===== src/hw/boot_zone_map.svh =====
`ifndef BOOT_ZONE_MAP_SVH
`define BOOT_ZONE_MAP_SVH

// reset vector location and width of the program counter
`define RESET_VECTOR 22'h3FFFC0
`define PC_W 22

// key field and mode-select fields of a boot pin configuration word
`define KEY_MSB 31
`define KEY_LSB 24
`define FIELDS_MSB 23
`define FIELD_W 8
`define FIELD_COUNT 3
`define KEY_EMU 8'h5A
`define KEY_STANDALONE 8'hA5
`define FIELD_UNUSED 8'hFF

// otp map: link pointers, zone region bases and region stride
`define OTP_LP_Z1 16'h0000
`define OTP_LP_Z2 16'h0001
`define OTP_Z1_BASE 16'h0020
`define OTP_Z2_BASE 16'h0400
`define REGION_WORDS 16'h0010

// word offsets inside one zone region
`define W_PW0 4'h0
`define W_LSALLOC 4'h4
`define W_FLALLOC 4'h5
`define W_BOOTPIN 4'h6
`define W_DEFLO 4'h7
`define W_DEFHI 4'h8
`define WORDS_PER_ZONE 4'h9

// read sequence: two link pointers then nine words per zone
`define STEP_Z1 5'h02
`define STEP_Z2 5'h0B
`define STEP_LAST 5'h13

// boot modes chosen by the two selection pins
`define MODE_PARALLEL 8'h00
`define MODE_SCI 8'h01
`define MODE_CAN 8'h02
`define MODE_FLASH 8'h03

`endif


===== src/hw/boot_zone_pkg.sv =====
package boot_zone_pkg;

  // boot sequencer states
  typedef enum logic [3:0] {
    ST_VEC_FETCH,
    ST_VEC_LOAD,
    ST_OTP_READ,
    ST_DECIDE,
    ST_DONE,
    ST_WAIT,
    ST_PROG_RD,
    ST_PROG_CAP,
    ST_PROG_WR
  } boot_state_t;

  // flow the boot selection took
  typedef enum logic [2:0] {
    FLOW_NONE,
    FLOW_EMU,
    FLOW_EMU_STANDALONE,
    FLOW_STANDALONE_OTP,
    FLOW_STANDALONE_PINS,
    FLOW_WAIT
  } boot_flow_t;

endpackage


===== src/hw/boot_zone_config.sv =====
`timescale 1ns/1ps
`include "boot_zone_map.svh"


module boot_zone_config
  import boot_zone_pkg::*;
#(
  parameter int NGPIO = 64,
  parameter int NLS = 8,
  parameter int NSECT = 16,
  parameter int LPW = 30
) (
  // clock and resets
  input wire logic clk_i,
  input wire logic reset_i,
  input wire logic por_i,
  // pins from outside the clock domain
  input wire logic emu_connected_i,
  input wire logic sel_pin0_i,
  input wire logic sel_pin1_i,
  input wire logic [NGPIO-1:0] gpio_i,
  // debugger access to the emulation boot pin configuration
  input wire logic emu_cfg_wr_i,
  input wire logic [31:0] emu_cfg_data_i,
  output logic [31:0] emulation_boot_pin_config_o,
  input wire logic [63:0] emu_boot_definition_table_i,
  // reset vector fetch
  output logic vec_fetch_o,
  input wire logic [`PC_W-1:0] vec_data_i,
  output logic [`PC_W-1:0] pc_o,
  // interrupt gating
  input wire logic irq_enable_i,
  output logic pie_enable_o,
  output logic master_int_enable_o,
  // otp port, read data one cycle after otp_rd_o
  output logic otp_rd_o,
  output logic otp_wr_o,
  output logic [15:0] otp_addr_o,
  output logic [31:0] otp_wdata_o,
  input wire logic [31:0] otp_data_i,
  // otp program request
  input wire logic prog_req_i,
  input wire logic [15:0] prog_addr_i,
  input wire logic [31:0] prog_data_i,
  // password key registers
  input wire logic key_wr_i,
  input wire logic [2:0] key_sel_i,
  input wire logic [31:0] key_data_i,
  // boot result
  output logic boot_done_o,
  output logic boot_wait_o,
  output boot_zone_pkg::boot_flow_t boot_flow_o,
  output logic [7:0] boot_mode_o,
  output logic [3:0] mode_count_o,
  // zone security state
  output logic [1:0] zone_locked_o,
  output logic [NLS-1:0] ls_zone2_o,
  output logic [NLS-1:0] ls_secure_o,
  output logic [NSECT-1:0] flash_zone2_o,
  output logic [NSECT-1:0] flash_secure_o
);

  import boot_zone_pkg::*;

  localparam int NRES = NLS + NSECT;

  ////////////////////////////////////////////////////////////////////////
  // pin synchronisers
  logic [NGPIO+2:0] pin_s1_r;
  logic [NGPIO+2:0] pin_s2_r;

  always_ff @(posedge clk_i)
  begin
    pin_s1_r <= {emu_connected_i, sel_pin1_i, sel_pin0_i, gpio_i};
    pin_s2_r <= pin_s1_r;
  end

  wire emu_present = pin_s2_r[NGPIO+2];
  wire [1:0] sel_pins = pin_s2_r[NGPIO+1:NGPIO];
  wire [NGPIO-1:0] gpio_sync = pin_s2_r[NGPIO-1:0];

  ////////////////////////////////////////////////////////////////////////
  // emulation config word: kept over reset_i so the debugger's value
  // steers the next boot; only power-on clears it
  logic [31:0] emu_cfg_r;

  always_ff @(posedge clk_i)
  begin
    if (por_i)
      emu_cfg_r <= 32'h00000000;
    else if (emu_cfg_wr_i)
      emu_cfg_r <= emu_cfg_data_i;
  end

  ////////////////////////////////////////////////////////////////////////
  // sequencer state
  boot_state_t state_r;
  boot_state_t state_nxt;
  logic [4:0] step_r;
  logic phase_r;
  logic [LPW-1:0] lp_r [0:1];
  logic [31:0] zw_r [0:17];
  logic [31:0] prog_cur_r;
  logic [1:0] locked_nxt;

  // one decoder per zone link pointer
  logic [4:0] region1;
  logic [4:0] region2;

  link_pointer_decoder #(.LPW(LPW)) u_lp1 (
    .lp_i(lp_r[0]),
    .region_o(region1)
  );

  link_pointer_decoder #(.LPW(LPW)) u_lp2 (
    .lp_i(lp_r[1]),
    .region_o(region2)
  );

  // address of the current read step
  wire in_z2 = (step_r >= `STEP_Z2);
  wire [4:0] word_step = in_z2 ? step_r - `STEP_Z2 : step_r - `STEP_Z1;
  wire [15:0] z1_base = 16'(`OTP_Z1_BASE + 16'(region1) * `REGION_WORDS);
  wire [15:0] z2_base = 16'(`OTP_Z2_BASE + 16'(region2) * `REGION_WORDS);
  wire [15:0] zone_addr = (in_z2 ? z2_base : z1_base) + 16'(word_step);
  wire [15:0] step_addr = (step_r == 5'h00) ? `OTP_LP_Z1 :
                          (step_r == 5'h01) ? `OTP_LP_Z2 : zone_addr;
  wire [4:0] zw_idx = in_z2 ? word_step + 5'(`WORDS_PER_ZONE) : word_step;
  wire read_last = phase_r && (step_r == `STEP_LAST);

  // key decode of the debugger word, needed by the next-state logic
  wire [7:0] emu_key = emu_cfg_r[`KEY_MSB:`KEY_LSB];
  wire key_emu = (emu_key == `KEY_EMU);
  wire key_sa = (emu_key == `KEY_STANDALONE);
  wire wait_sel = emu_present && !key_emu && !key_sa;

  // next state
  always_comb
  begin
    state_nxt = state_r;
    case (state_r)
      ST_VEC_FETCH: state_nxt = ST_VEC_LOAD;
      ST_VEC_LOAD: state_nxt = ST_OTP_READ;
      ST_OTP_READ: if (read_last) state_nxt = ST_DECIDE;
      ST_DECIDE: state_nxt = wait_sel ? ST_WAIT : ST_DONE;
      ST_DONE: if (prog_req_i) state_nxt = ST_PROG_RD;
      ST_WAIT: state_nxt = ST_WAIT;
      ST_PROG_RD: state_nxt = ST_PROG_CAP;
      ST_PROG_CAP: state_nxt = ST_PROG_WR;
      ST_PROG_WR: state_nxt = ST_DONE;
      default: state_nxt = ST_VEC_FETCH;
    endcase
  end

  // state, step counter and read phase
  always_ff @(posedge clk_i)
  begin
    if (reset_i)
    begin
      state_r <= ST_VEC_FETCH;
      step_r <= 5'h00;
      phase_r <= 1'b0;
    end
    else
    begin
      state_r <= state_nxt;
      phase_r <= (state_r == ST_OTP_READ) && !phase_r;
      if (state_r == ST_OTP_READ && phase_r)
        step_r <= step_r + 5'h01;
    end
  end

  ////////////////////////////////////////////////////////////////////////
  // reset vector fetch and program counter
  always_ff @(posedge clk_i)
  begin
    if (reset_i)
    begin
      pc_o <= `RESET_VECTOR;
      vec_fetch_o <= 1'b0;
    end
    else
    begin
      vec_fetch_o <= (state_r == ST_VEC_FETCH);
      // the vector arrives one cycle after the strobe is seen
      if (state_r == ST_OTP_READ && step_r == 5'h00 && !phase_r)
        pc_o <= vec_data_i;
    end
  end

  // interrupts held off until boot selection has finished
  wire irq_on = (state_nxt == ST_DONE) && irq_enable_i;

  always_ff @(posedge clk_i)
  begin
    if (reset_i)
    begin
      pie_enable_o <= 1'b0;
      master_int_enable_o <= 1'b0;
    end
    else
    begin
      pie_enable_o <= irq_on;
      master_int_enable_o <= irq_on;
    end
  end

  ////////////////////////////////////////////////////////////////////////
  // address for the step about to be issued
  wire [4:0] step_after = step_r + 5'h01;
  wire [15:0] step_addr_after = (step_after == 5'h01) ? `OTP_LP_Z2 :
    ((step_after >= `STEP_Z2) ?
     z2_base + 16'(step_after - `STEP_Z2) :
     z1_base + 16'(step_after - `STEP_Z1));
  wire [15:0] step_addr_next = (state_r == ST_OTP_READ) ?
    step_addr_after : step_addr;

  // otp port; a program write never raises a bit already at zero
  wire otp_issue = (state_r == ST_OTP_READ) && !phase_r;
  wire prog_issue = (state_r == ST_DONE) && prog_req_i;

  always_ff @(posedge clk_i)
  begin
    if (reset_i)
    begin
      otp_rd_o <= 1'b0;
      otp_wr_o <= 1'b0;
      otp_addr_o <= 16'h0000;
      otp_wdata_o <= 32'hFFFFFFFF;
    end
    else
    begin
      otp_rd_o <= (state_nxt == ST_OTP_READ && !(otp_issue)) ||
                  prog_issue;
      otp_wr_o <= (state_r == ST_PROG_WR);
      if (prog_issue)
        otp_addr_o <= prog_addr_i;
      else if (state_nxt == ST_OTP_READ)
        otp_addr_o <= otp_issue ? otp_addr_o : step_addr_next;
      if (state_r == ST_PROG_WR)
        otp_wdata_o <= prog_cur_r & prog_data_i;
    end
  end

  // capture of link pointers, zone words and the word being programmed
  always_ff @(posedge clk_i)
  begin
    if (state_r == ST_OTP_READ && phase_r)
    begin
      if (step_r < `STEP_Z1)
        lp_r[step_r[0]] <= otp_data_i[LPW-1:0];
      else
        zw_r[zw_idx] <= otp_data_i;
    end
    // read data stands one cycle after the strobe, so take it here
    if (state_r == ST_PROG_CAP)
      prog_cur_r <= otp_data_i;
  end

  ////////////////////////////////////////////////////////////////////////
  // boot selection
  wire [31:0] z1_pin_cfg = zw_r[`W_BOOTPIN];
  wire [63:0] z1_def = {zw_r[`W_DEFHI], zw_r[`W_DEFLO]};
  wire use_emu = emu_present && key_emu;
  wire z1_valid = (z1_pin_cfg[`KEY_MSB:`KEY_LSB] == `KEY_EMU);

  // resolver input: emulation word or zone-1 otp word
  wire [23:0] res_cfg = use_emu ? emu_cfg_r[`FIELDS_MSB:0] :
                                  z1_pin_cfg[`FIELDS_MSB:0];
  wire [63:0] res_def = use_emu ? emu_boot_definition_table_i : z1_def;
  logic [7:0] res_mode;
  logic [1:0] res_used;

  mode_select_resolver #(.NGPIO(NGPIO)) u_res (
    .cfg_i(res_cfg),
    .pins_i(gpio_sync),
    .def_i(res_def),
    .mode_o(res_mode),
    .used_o(res_used)
  );

  // two-pin default table, used when the emulation word is not in use and zone-1 has no valid config
  wire [7:0] pin_mode = (sel_pins == 2'b00) ? `MODE_PARALLEL :
                        (sel_pins == 2'b01) ? `MODE_SCI :
                        (sel_pins == 2'b10) ? `MODE_CAN : `MODE_FLASH;
  wire use_pins = !use_emu && !z1_valid;
  wire [7:0] mode_sel = use_pins ? pin_mode : res_mode;
  wire [3:0] count_sel = use_pins ? 4'h4 : 4'(4'h1 << res_used);
  wire [2:0] flow_sel = wait_sel ? FLOW_WAIT :
                        use_emu ? FLOW_EMU :
                        (emu_present && key_sa) ? FLOW_EMU_STANDALONE :
                        use_pins ? FLOW_STANDALONE_PINS :
                        FLOW_STANDALONE_OTP;

  always_ff @(posedge clk_i)
  begin
    if (reset_i)
    begin
      boot_flow_o <= FLOW_NONE;
      boot_mode_o <= 8'h00;
      mode_count_o <= 4'h0;
    end
    else if (state_r == ST_DECIDE)
    begin
      boot_flow_o <= boot_flow_t'(flow_sel);
      boot_mode_o <= wait_sel ? 8'h00 : mode_sel;
      mode_count_o <= wait_sel ? 4'h0 : count_sel;
    end
  end

  always_ff @(posedge clk_i)
  begin
    if (reset_i)
    begin
      boot_done_o <= 1'b0;
      boot_wait_o <= 1'b0;
    end
    else
    begin
      boot_done_o <= (state_nxt == ST_DONE) || boot_done_o;
      boot_wait_o <= (state_nxt == ST_WAIT);
    end
  end

  ////////////////////////////////////////////////////////////////////////
  // password key registers, written by software
  logic [31:0] key_r [0:7];

  always_ff @(posedge clk_i)
  begin
    if (reset_i)
    begin
      for (int i = 0; i < 8; i++)
        key_r[i] <= 32'h00000000;
    end
    else if (key_wr_i)
      key_r[key_sel_i] <= key_data_i;
  end

  // a zone with all password bits still at one is blank, hence open
  for (genvar z = 0; z < 2; z++)
  begin : g_zone
    localparam int B = z * 9;
    wire [127:0] pw = {zw_r[B+3], zw_r[B+2], zw_r[B+1], zw_r[B]};
    wire [127:0] key = {key_r[z*4+3], key_r[z*4+2],
                        key_r[z*4+1], key_r[z*4]};
    wire blank = &pw;
    assign locked_nxt[z] = !blank && (key != pw);
  end

  ////////////////////////////////////////////////////////////////////////
  // resource claims: a programmed zero claims; zone 1 wins a conflict
  wire [NRES-1:0] claim1 = ~{zw_r[`W_FLALLOC][NSECT-1:0],
                             zw_r[`W_LSALLOC][NLS-1:0]};
  wire [NRES-1:0] claim2 = ~{zw_r[9+`W_FLALLOC][NSECT-1:0],
                             zw_r[9+`W_LSALLOC][NLS-1:0]};
  wire loaded = (state_r == ST_DONE) || (state_r == ST_WAIT) ||
                (state_r >= ST_PROG_RD);
  logic [NRES-1:0] owner2;
  logic [NRES-1:0] secure;

  // per-resource owner and secure bit; locked until otp is loaded
  for (genvar r = 0; r < NRES; r++)
  begin : g_res
    assign owner2[r] = claim2[r] && !claim1[r];
    assign secure[r] = !loaded ||
                       (claim1[r] && locked_nxt[0]) ||
                       (owner2[r] && locked_nxt[1]);
  end

  always_ff @(posedge clk_i)
  begin
    if (reset_i)
    begin
      zone_locked_o <= 2'b11;
      ls_zone2_o <= '0;
      ls_secure_o <= '1;
      flash_zone2_o <= '0;
      flash_secure_o <= '1;
    end
    else
    begin
      zone_locked_o <= loaded ? locked_nxt : 2'b11;
      ls_zone2_o <= owner2[NLS-1:0];
      ls_secure_o <= secure[NLS-1:0];
      flash_zone2_o <= owner2[NRES-1:NLS];
      flash_secure_o <= secure[NRES-1:NLS];
    end
  end

  assign emulation_boot_pin_config_o = emu_cfg_r;

endmodule // boot_zone_config


===== src/hw/link_pointer_decoder.sv =====
`timescale 1ns/1ps
`include "boot_zone_map.svh"

module link_pointer_decoder #(
  parameter int LPW = 30
) (
  // link pointer word read from otp
  input wire logic [LPW-1:0] lp_i,
  // active region number, zero for the base region
  output logic [4:0] region_o
);

  // all bits looked at together; the highest zero wins
  always_comb
  begin
    region_o = 5'h00;
    for (int i = 0; i < LPW; i++)
    begin
      if (!lp_i[i])
        region_o = 5'(i + 1);
    end
  end

endmodule // link_pointer_decoder


===== src/hw/mode_select_resolver.sv =====
`timescale 1ns/1ps
`include "boot_zone_map.svh"

module mode_select_resolver #(
  parameter int NGPIO = 64
) (
  // mode-select fields and sampled pins
  input wire logic [23:0] cfg_i,
  input wire logic [NGPIO-1:0] pins_i,
  // eight boot-definition entries, entry 0 in the low byte
  input wire logic [63:0] def_i,
  // chosen boot mode and number of fields in use
  output logic [7:0] mode_o,
  output logic [1:0] used_o
);

  localparam int SELW = $clog2(NGPIO);

  logic [2:0] used;
  logic [2:0] bits;
  logic [2:0] idx;

  // per-field decode: all-ones marks the field unused
  for (genvar f = 0; f < `FIELD_COUNT; f++)
  begin : g_field
    wire [7:0] fv = cfg_i[f*`FIELD_W +: `FIELD_W];
    assign used[f] = (fv != `FIELD_UNUSED);
    assign bits[f] = pins_i[fv[SELW-1:0]];
  end

  // pack used fields, lowest field lowest; unused upper bits stay 0
  always_comb
  begin
    int pos;
    pos = 0;
    idx = 3'h0;
    for (int f = 0; f < `FIELD_COUNT; f++)
    begin
      if (used[f])
      begin
        idx[pos] = bits[f];
        pos = pos + 1;
      end
    end
    used_o = 2'(pos);
  end

  assign mode_o = def_i[{idx, 3'h0} +: 8];

endmodule // mode_select_resolver


===== config.mk =====
export PLATFORM = sky130hd
export DESIGN_NAME = boot_zone_config
export DESIGN_NICKNAME = d
export VERILOG_FILES = /design/src/hw/boot_zone_pkg.sv /design/src/hw/boot_zone_config.sv /design/src/hw/link_pointer_decoder.sv /design/src/hw/mode_select_resolver.sv
export VERILOG_INCLUDE_DIRS = /design/src /design/src/hw
export SDC_FILE = /design/constraint.sdc
export NUM_CORES = 2
export LEC_CHECK = 0
export BUFFER_PORTS_ARGS = -buffer_cell sky130_fd_sc_hd__buf_2
export CAP_MARGIN = 40
export CORE_MARGIN = 3
export CORE_UTILIZATION = 55
export CTS_CLUSTER_DIAMETER = 80
export CTS_CLUSTER_SIZE = 20
export DETAILED_ROUTE_END_ITERATION = 12
export PLACE_DENSITY = 0.76
export SKIP_CTS_REPAIR_TIMING = 1
export SYNTH_ARGS = -nofsm -noshare
export SYNTH_HDL_FRONTEND = slang
export SYNTH_SLANG_ARGS = --single-unit

===== constraint.sdc =====
create_clock -name clk_i -period 5.62 [get_ports clk_i]
set_clock_uncertainty 0.2 [all_clocks]
set_input_delay 1.124 -clock clk_i [delete_from_list [all_inputs] [get_ports clk_i]]
set_output_delay 1.124 -clock clk_i [all_outputs]
set_load 0.03 [all_outputs]

==> metrics.md <==
| Metric | Value |
|---|---|
| Cells after Synth | `between 3,000 and 4,000` |
| Worst Setup End Kind | `flip-flop` |
| DR pass1 iterations | `7` |
| Achievable Freq | `slightly above 0.2 GHz` |
| Non-filler cells, final | `about 4,700` |
| GRT Total Usage | `32.9%` |
| Initial antenna violation count | `15` |
| Drt drc | `0` |
| Pleak | `17.8 nW` |
| FF+latch area | `28,800 um2` |
| Sequential share of the synthesized area | `approximately 67%` |
| RSZ-0062 raised after global routing | `no` |
| Register bit total from synthesis | `1,065` |
| Crit path kind | `reg -> reg` |
| Detailed Route Iter0 Violations | `4,103` |
| Synth top area share | `between 50 and 60%` |
| Area leader, netlist | `edfxtp_1` |
| IO Count | `between 400 and 500` |
| Worst hold path type | `reg -> reg` |
| Post-synth design cell area | `around 43,000 um2` |
| Setup TNS | `0 ns` |
| First-pass GRT wire length | `around 190,000 um` |
| CTS root buf | `clkbuf_16` |
| PD cells | `approximately 310 nW/um2` |
| Placement Cell Area | `46,800 um2` |
| Startpoint type of the worst setup path | `flip-flop` |
| Placer congestion estimate | `between 1 and 1.5` |
| Placed cell count | `~4,600` |
| Relative slew margins | `41.2%` |
| Yosys warnings | `0` |
| Avg Inst Size Synth | `around 14 um2` |
| Number of global-route vias before repair | `between 20,000 and 30,000` |
| Max capacitance violation total | `0` |
| Clock Latency Late Sink | `about 0.68 ns` |
| Max Root-Sink Buffers | `3` |
| Port Buffer Count | `480` |
| CP dominant cell by count | `a21oi_1` |
| DR vias/cell | `6.15` |
| Initial core utilization | `55.9%` |
| Final cycle utilization of the critical path | `around 87%` |
| Layout fillers | `5,671` |
| H-tree levels | `2` |
| Fin nets | `3,953` |
| Async S/R FF share, synth | `0%` |
| CTS sink count | `approximately 1,100` |
| Ranking of synthesized cells by area | `edfxtp_1 53%, dfxtp_1 15%, xor2_1 4.5%, and2_1 3.9%, mux2i_1 3.0%` |
| Clock-pin slew on the worst setup and hold paths | `approximately 0.090 ns` |
| Post-synth top flop | `edfxtp_1` |
| Crit-path leading delay family | `compound AO/OA/AOI/OAI gates` |
| Setup ws final | `approximately 0.74 ns` |
| Largest net degree at the start of global routing | `between 100 and 150` |
| CP Max Fanout | `20` |
| VDD IR max | `0.277 mV` |
| Die X | `~280 um` |
| CP bufs+invs | `0` |
| DP Worst Slack | `~0.86 ns` |
| Chip height | `roughly 280 um` |
| Worst-path cell chain | `nand4bb_1, o31ai_2, nand2_1, mux2_2, a21oi_1, a21oi_1, a221oi_2, a2bb2oi_2, a32o_1, nor3b_2, a222oi_1, o21ai_1` |
| Vias | `28,900` |
| Area delta synth->final | `13.6%` |
| Total CTS buffers | `60` |
| Slew of the pin with the lowest slew margin | `~0.88 ns` |
| Site row count | `approximately 100` |
| Final wirelength | `~140,000 um` |
| Fin. Hold Viols | `0` |
| CP Data Arrival Time | `5.23 ns` |
| CORE AREA | `around 76,000 um2` |
| Avg WL per Cell | `~29 um` |
| Final setup vio count | `0` |
| Grt ovf | `0` |
| Finished Cell Area | `48,600 um2` |
| Die ar. | `81,100 um2` |
| Synth Net Count | `approximately 3,500` |
| Crit-path slowest cell | `a32o_1` |
| Status | `complete, no violations` |
| Distinct cells, synth | `86` |
| Min Clock Period, post-route | `4.88 ns` |
| Antenna-violating nets left | `0` |
| Max Slew Vio Count | `0` |
| Number of synthesized flops with an enable pin | `roughly 750` |
| CTS tree | `built` |
| Flop2flop setup slack | `0.74 ns` |
| Required time of the critical path | `between 5 and 6 ns` |
| Share of post-route cells with drive strength above 1 | `19.1%` |
| Max incr delay on CP | `0.69 ns` |
| Multi-input logic area | `between 10,000 and 15,000 um2` |
| Post-DP HPWL | `~96,000 um` |
[final cells by class]
| cell class | instances | area share [%] |
|---|---|---|
| clock buffers | 102 | 3.46 |
| diodes | 5 | 0.0258 |
| inverters | 47 | 0.363 |
| well taps | 1030 | 2.65 |
| flip-flops and latches | 1065 | 59.3 |
| multi-input cells | 1903 | 27.5 |
| repair buffers | 537 | 6.46 |
| clock inverters | 7 | 0.191 |
[cells in the mapped netlist (8+ instances only)]
cell type  instances
mux2i_1          128
nor4_1            80
inv_1             46
nor3b_1           28
and3_1            11
nor2b_1           34
nand2b_1          11
a22oi_1           12
a21oi_1           55
dfxtp_1          317
o21ai_1            8
a31oi_1           14
a211oi_1          23
nor2_1           216
a21o_1             8
nand3_1           40
ha_1              30
nor3_1            27
o21ai_0           41
nand4_1          116
nand2_1          211
o22ai_1           14
buf_1             10
xnor2_1           50
mux4_2            36
mux2_2             9
buf_4              9
a211o_1           52
edfxtp_1         748
and2_1           266
xor2_1           218
o211ai_1          31
clkbuf_1          80
or2_2             11
buf_2             15
[sequential cells by signal, indices dropped and copies added (netlist names), 4 cells and up]
register	flops
pin_s1_r	67
prog_cur_r	32
pin_s2_r	67
step_r	5
flash_secure_o	16
zw_r	400
boot_mode_o	8
emulation_boot_pin_config_o	32
otp_wdata_o	32
lp_r	60
otp_addr_o	16
mode_count_o	4
flash_zone2_o	16
pc_o	22
ls_secure_o	8
key_r	256
state_r	4
ls_zone2_o	8
[power breakdown]
group / total [mW] / internal (mW) / switching, mW / leakage [nW]
clock network: 4.55 / 2.05 / 2.49 / 0.844
registers: 8.95 / 8.72 / 0.238 / 9.50
logic: 1.65 / 0.543 / 1.11 / 7.44
total: 15.2 / 11.3 / 3.84 / 17.8
[path summary, 6_finish.rpt]
check	from	end	cells after the start
hold / removal	pin_s1_r[34]	pin_s2_r[34]	0
setup reg to reg	emulation_boot_pin_config_o[27]	boot_mode_o[3]	12
hold reg to reg	pin_s1_r[34]	pin_s2_r[34]	0
setup / recovery	emulation_boot_pin_config_o[27]	boot_mode_o[3]	12
[per-stage QoR]
step	total power, mW	hold WS [ns]	util (%)
2_1_floorplan	10.0	0.110	-
3_3_place_gp	10.7	0.110	60.6
3_5_place_dp	10.8	0.112	61.2
4_1_cts	15.2	0.131	63.5
5_1_grt	15.6	0.136	63.5
6_report	15.2	0.129	63.5
[logic make-up (layout without fill, tap and decap cells)]
family	Yosys count	after routing	share of synthesized area (%)
AOI/OAI and AO/OA	342	342	5.76
DFF	1065	1065	67.4
muxes	177	177	5.30
and+or+nand+nor	1084	1084	13.5
xor gates and xnor gates	268	268	5.49
buffers and inverters	165	693	1.64
adders and majority gates	32	32	0.971
other	0	5	0
[cells in the final DEF, fill, tap and decap left out, types with 12 or more instances in the layout]
| cell | count |
|---|---|
| edfxtp_1 | 748 |
| buf_2 | 479 |
| dfxtp_1 | 317 |
| and2_1 | 266 |
| xor2_1 | 218 |
| nand2_1 | 210 |
| nor2_1 | 205 |
| mux2i_1 | 128 |
| nand4_1 | 116 |
| nor4_1 | 79 |
| clkbuf_16 | 60 |
| a21oi_1 | 55 |
| a211o_1 | 52 |
| xnor2_1 | 50 |
| inv_1 | 46 |
| nand3_1 | 40 |
| o21ai_0 | 40 |
| clkbuf_1 | 40 |
| mux4_2 | 36 |
| buf_4 | 36 |
| nor2b_1 | 34 |
| o211ai_1 | 31 |
| ha_1 | 30 |
| nor3b_1 | 28 |
| nor3_1 | 24 |
| a211oi_1 | 23 |
| a31oi_1 | 14 |
| o22ai_1 | 14 |
| buf_12 | 14 |
| a22oi_1 | 12 |
[layer usage]
metal / global-route usage (%) / wire (um)
met4: 11.9 / 5800
met2: 53.0 / 63700
met1: 45.0 / 51700
met5: 0 / 53
met3: 6.07 / 15200
No activity file was read; power rests on OpenSTA's default activity.
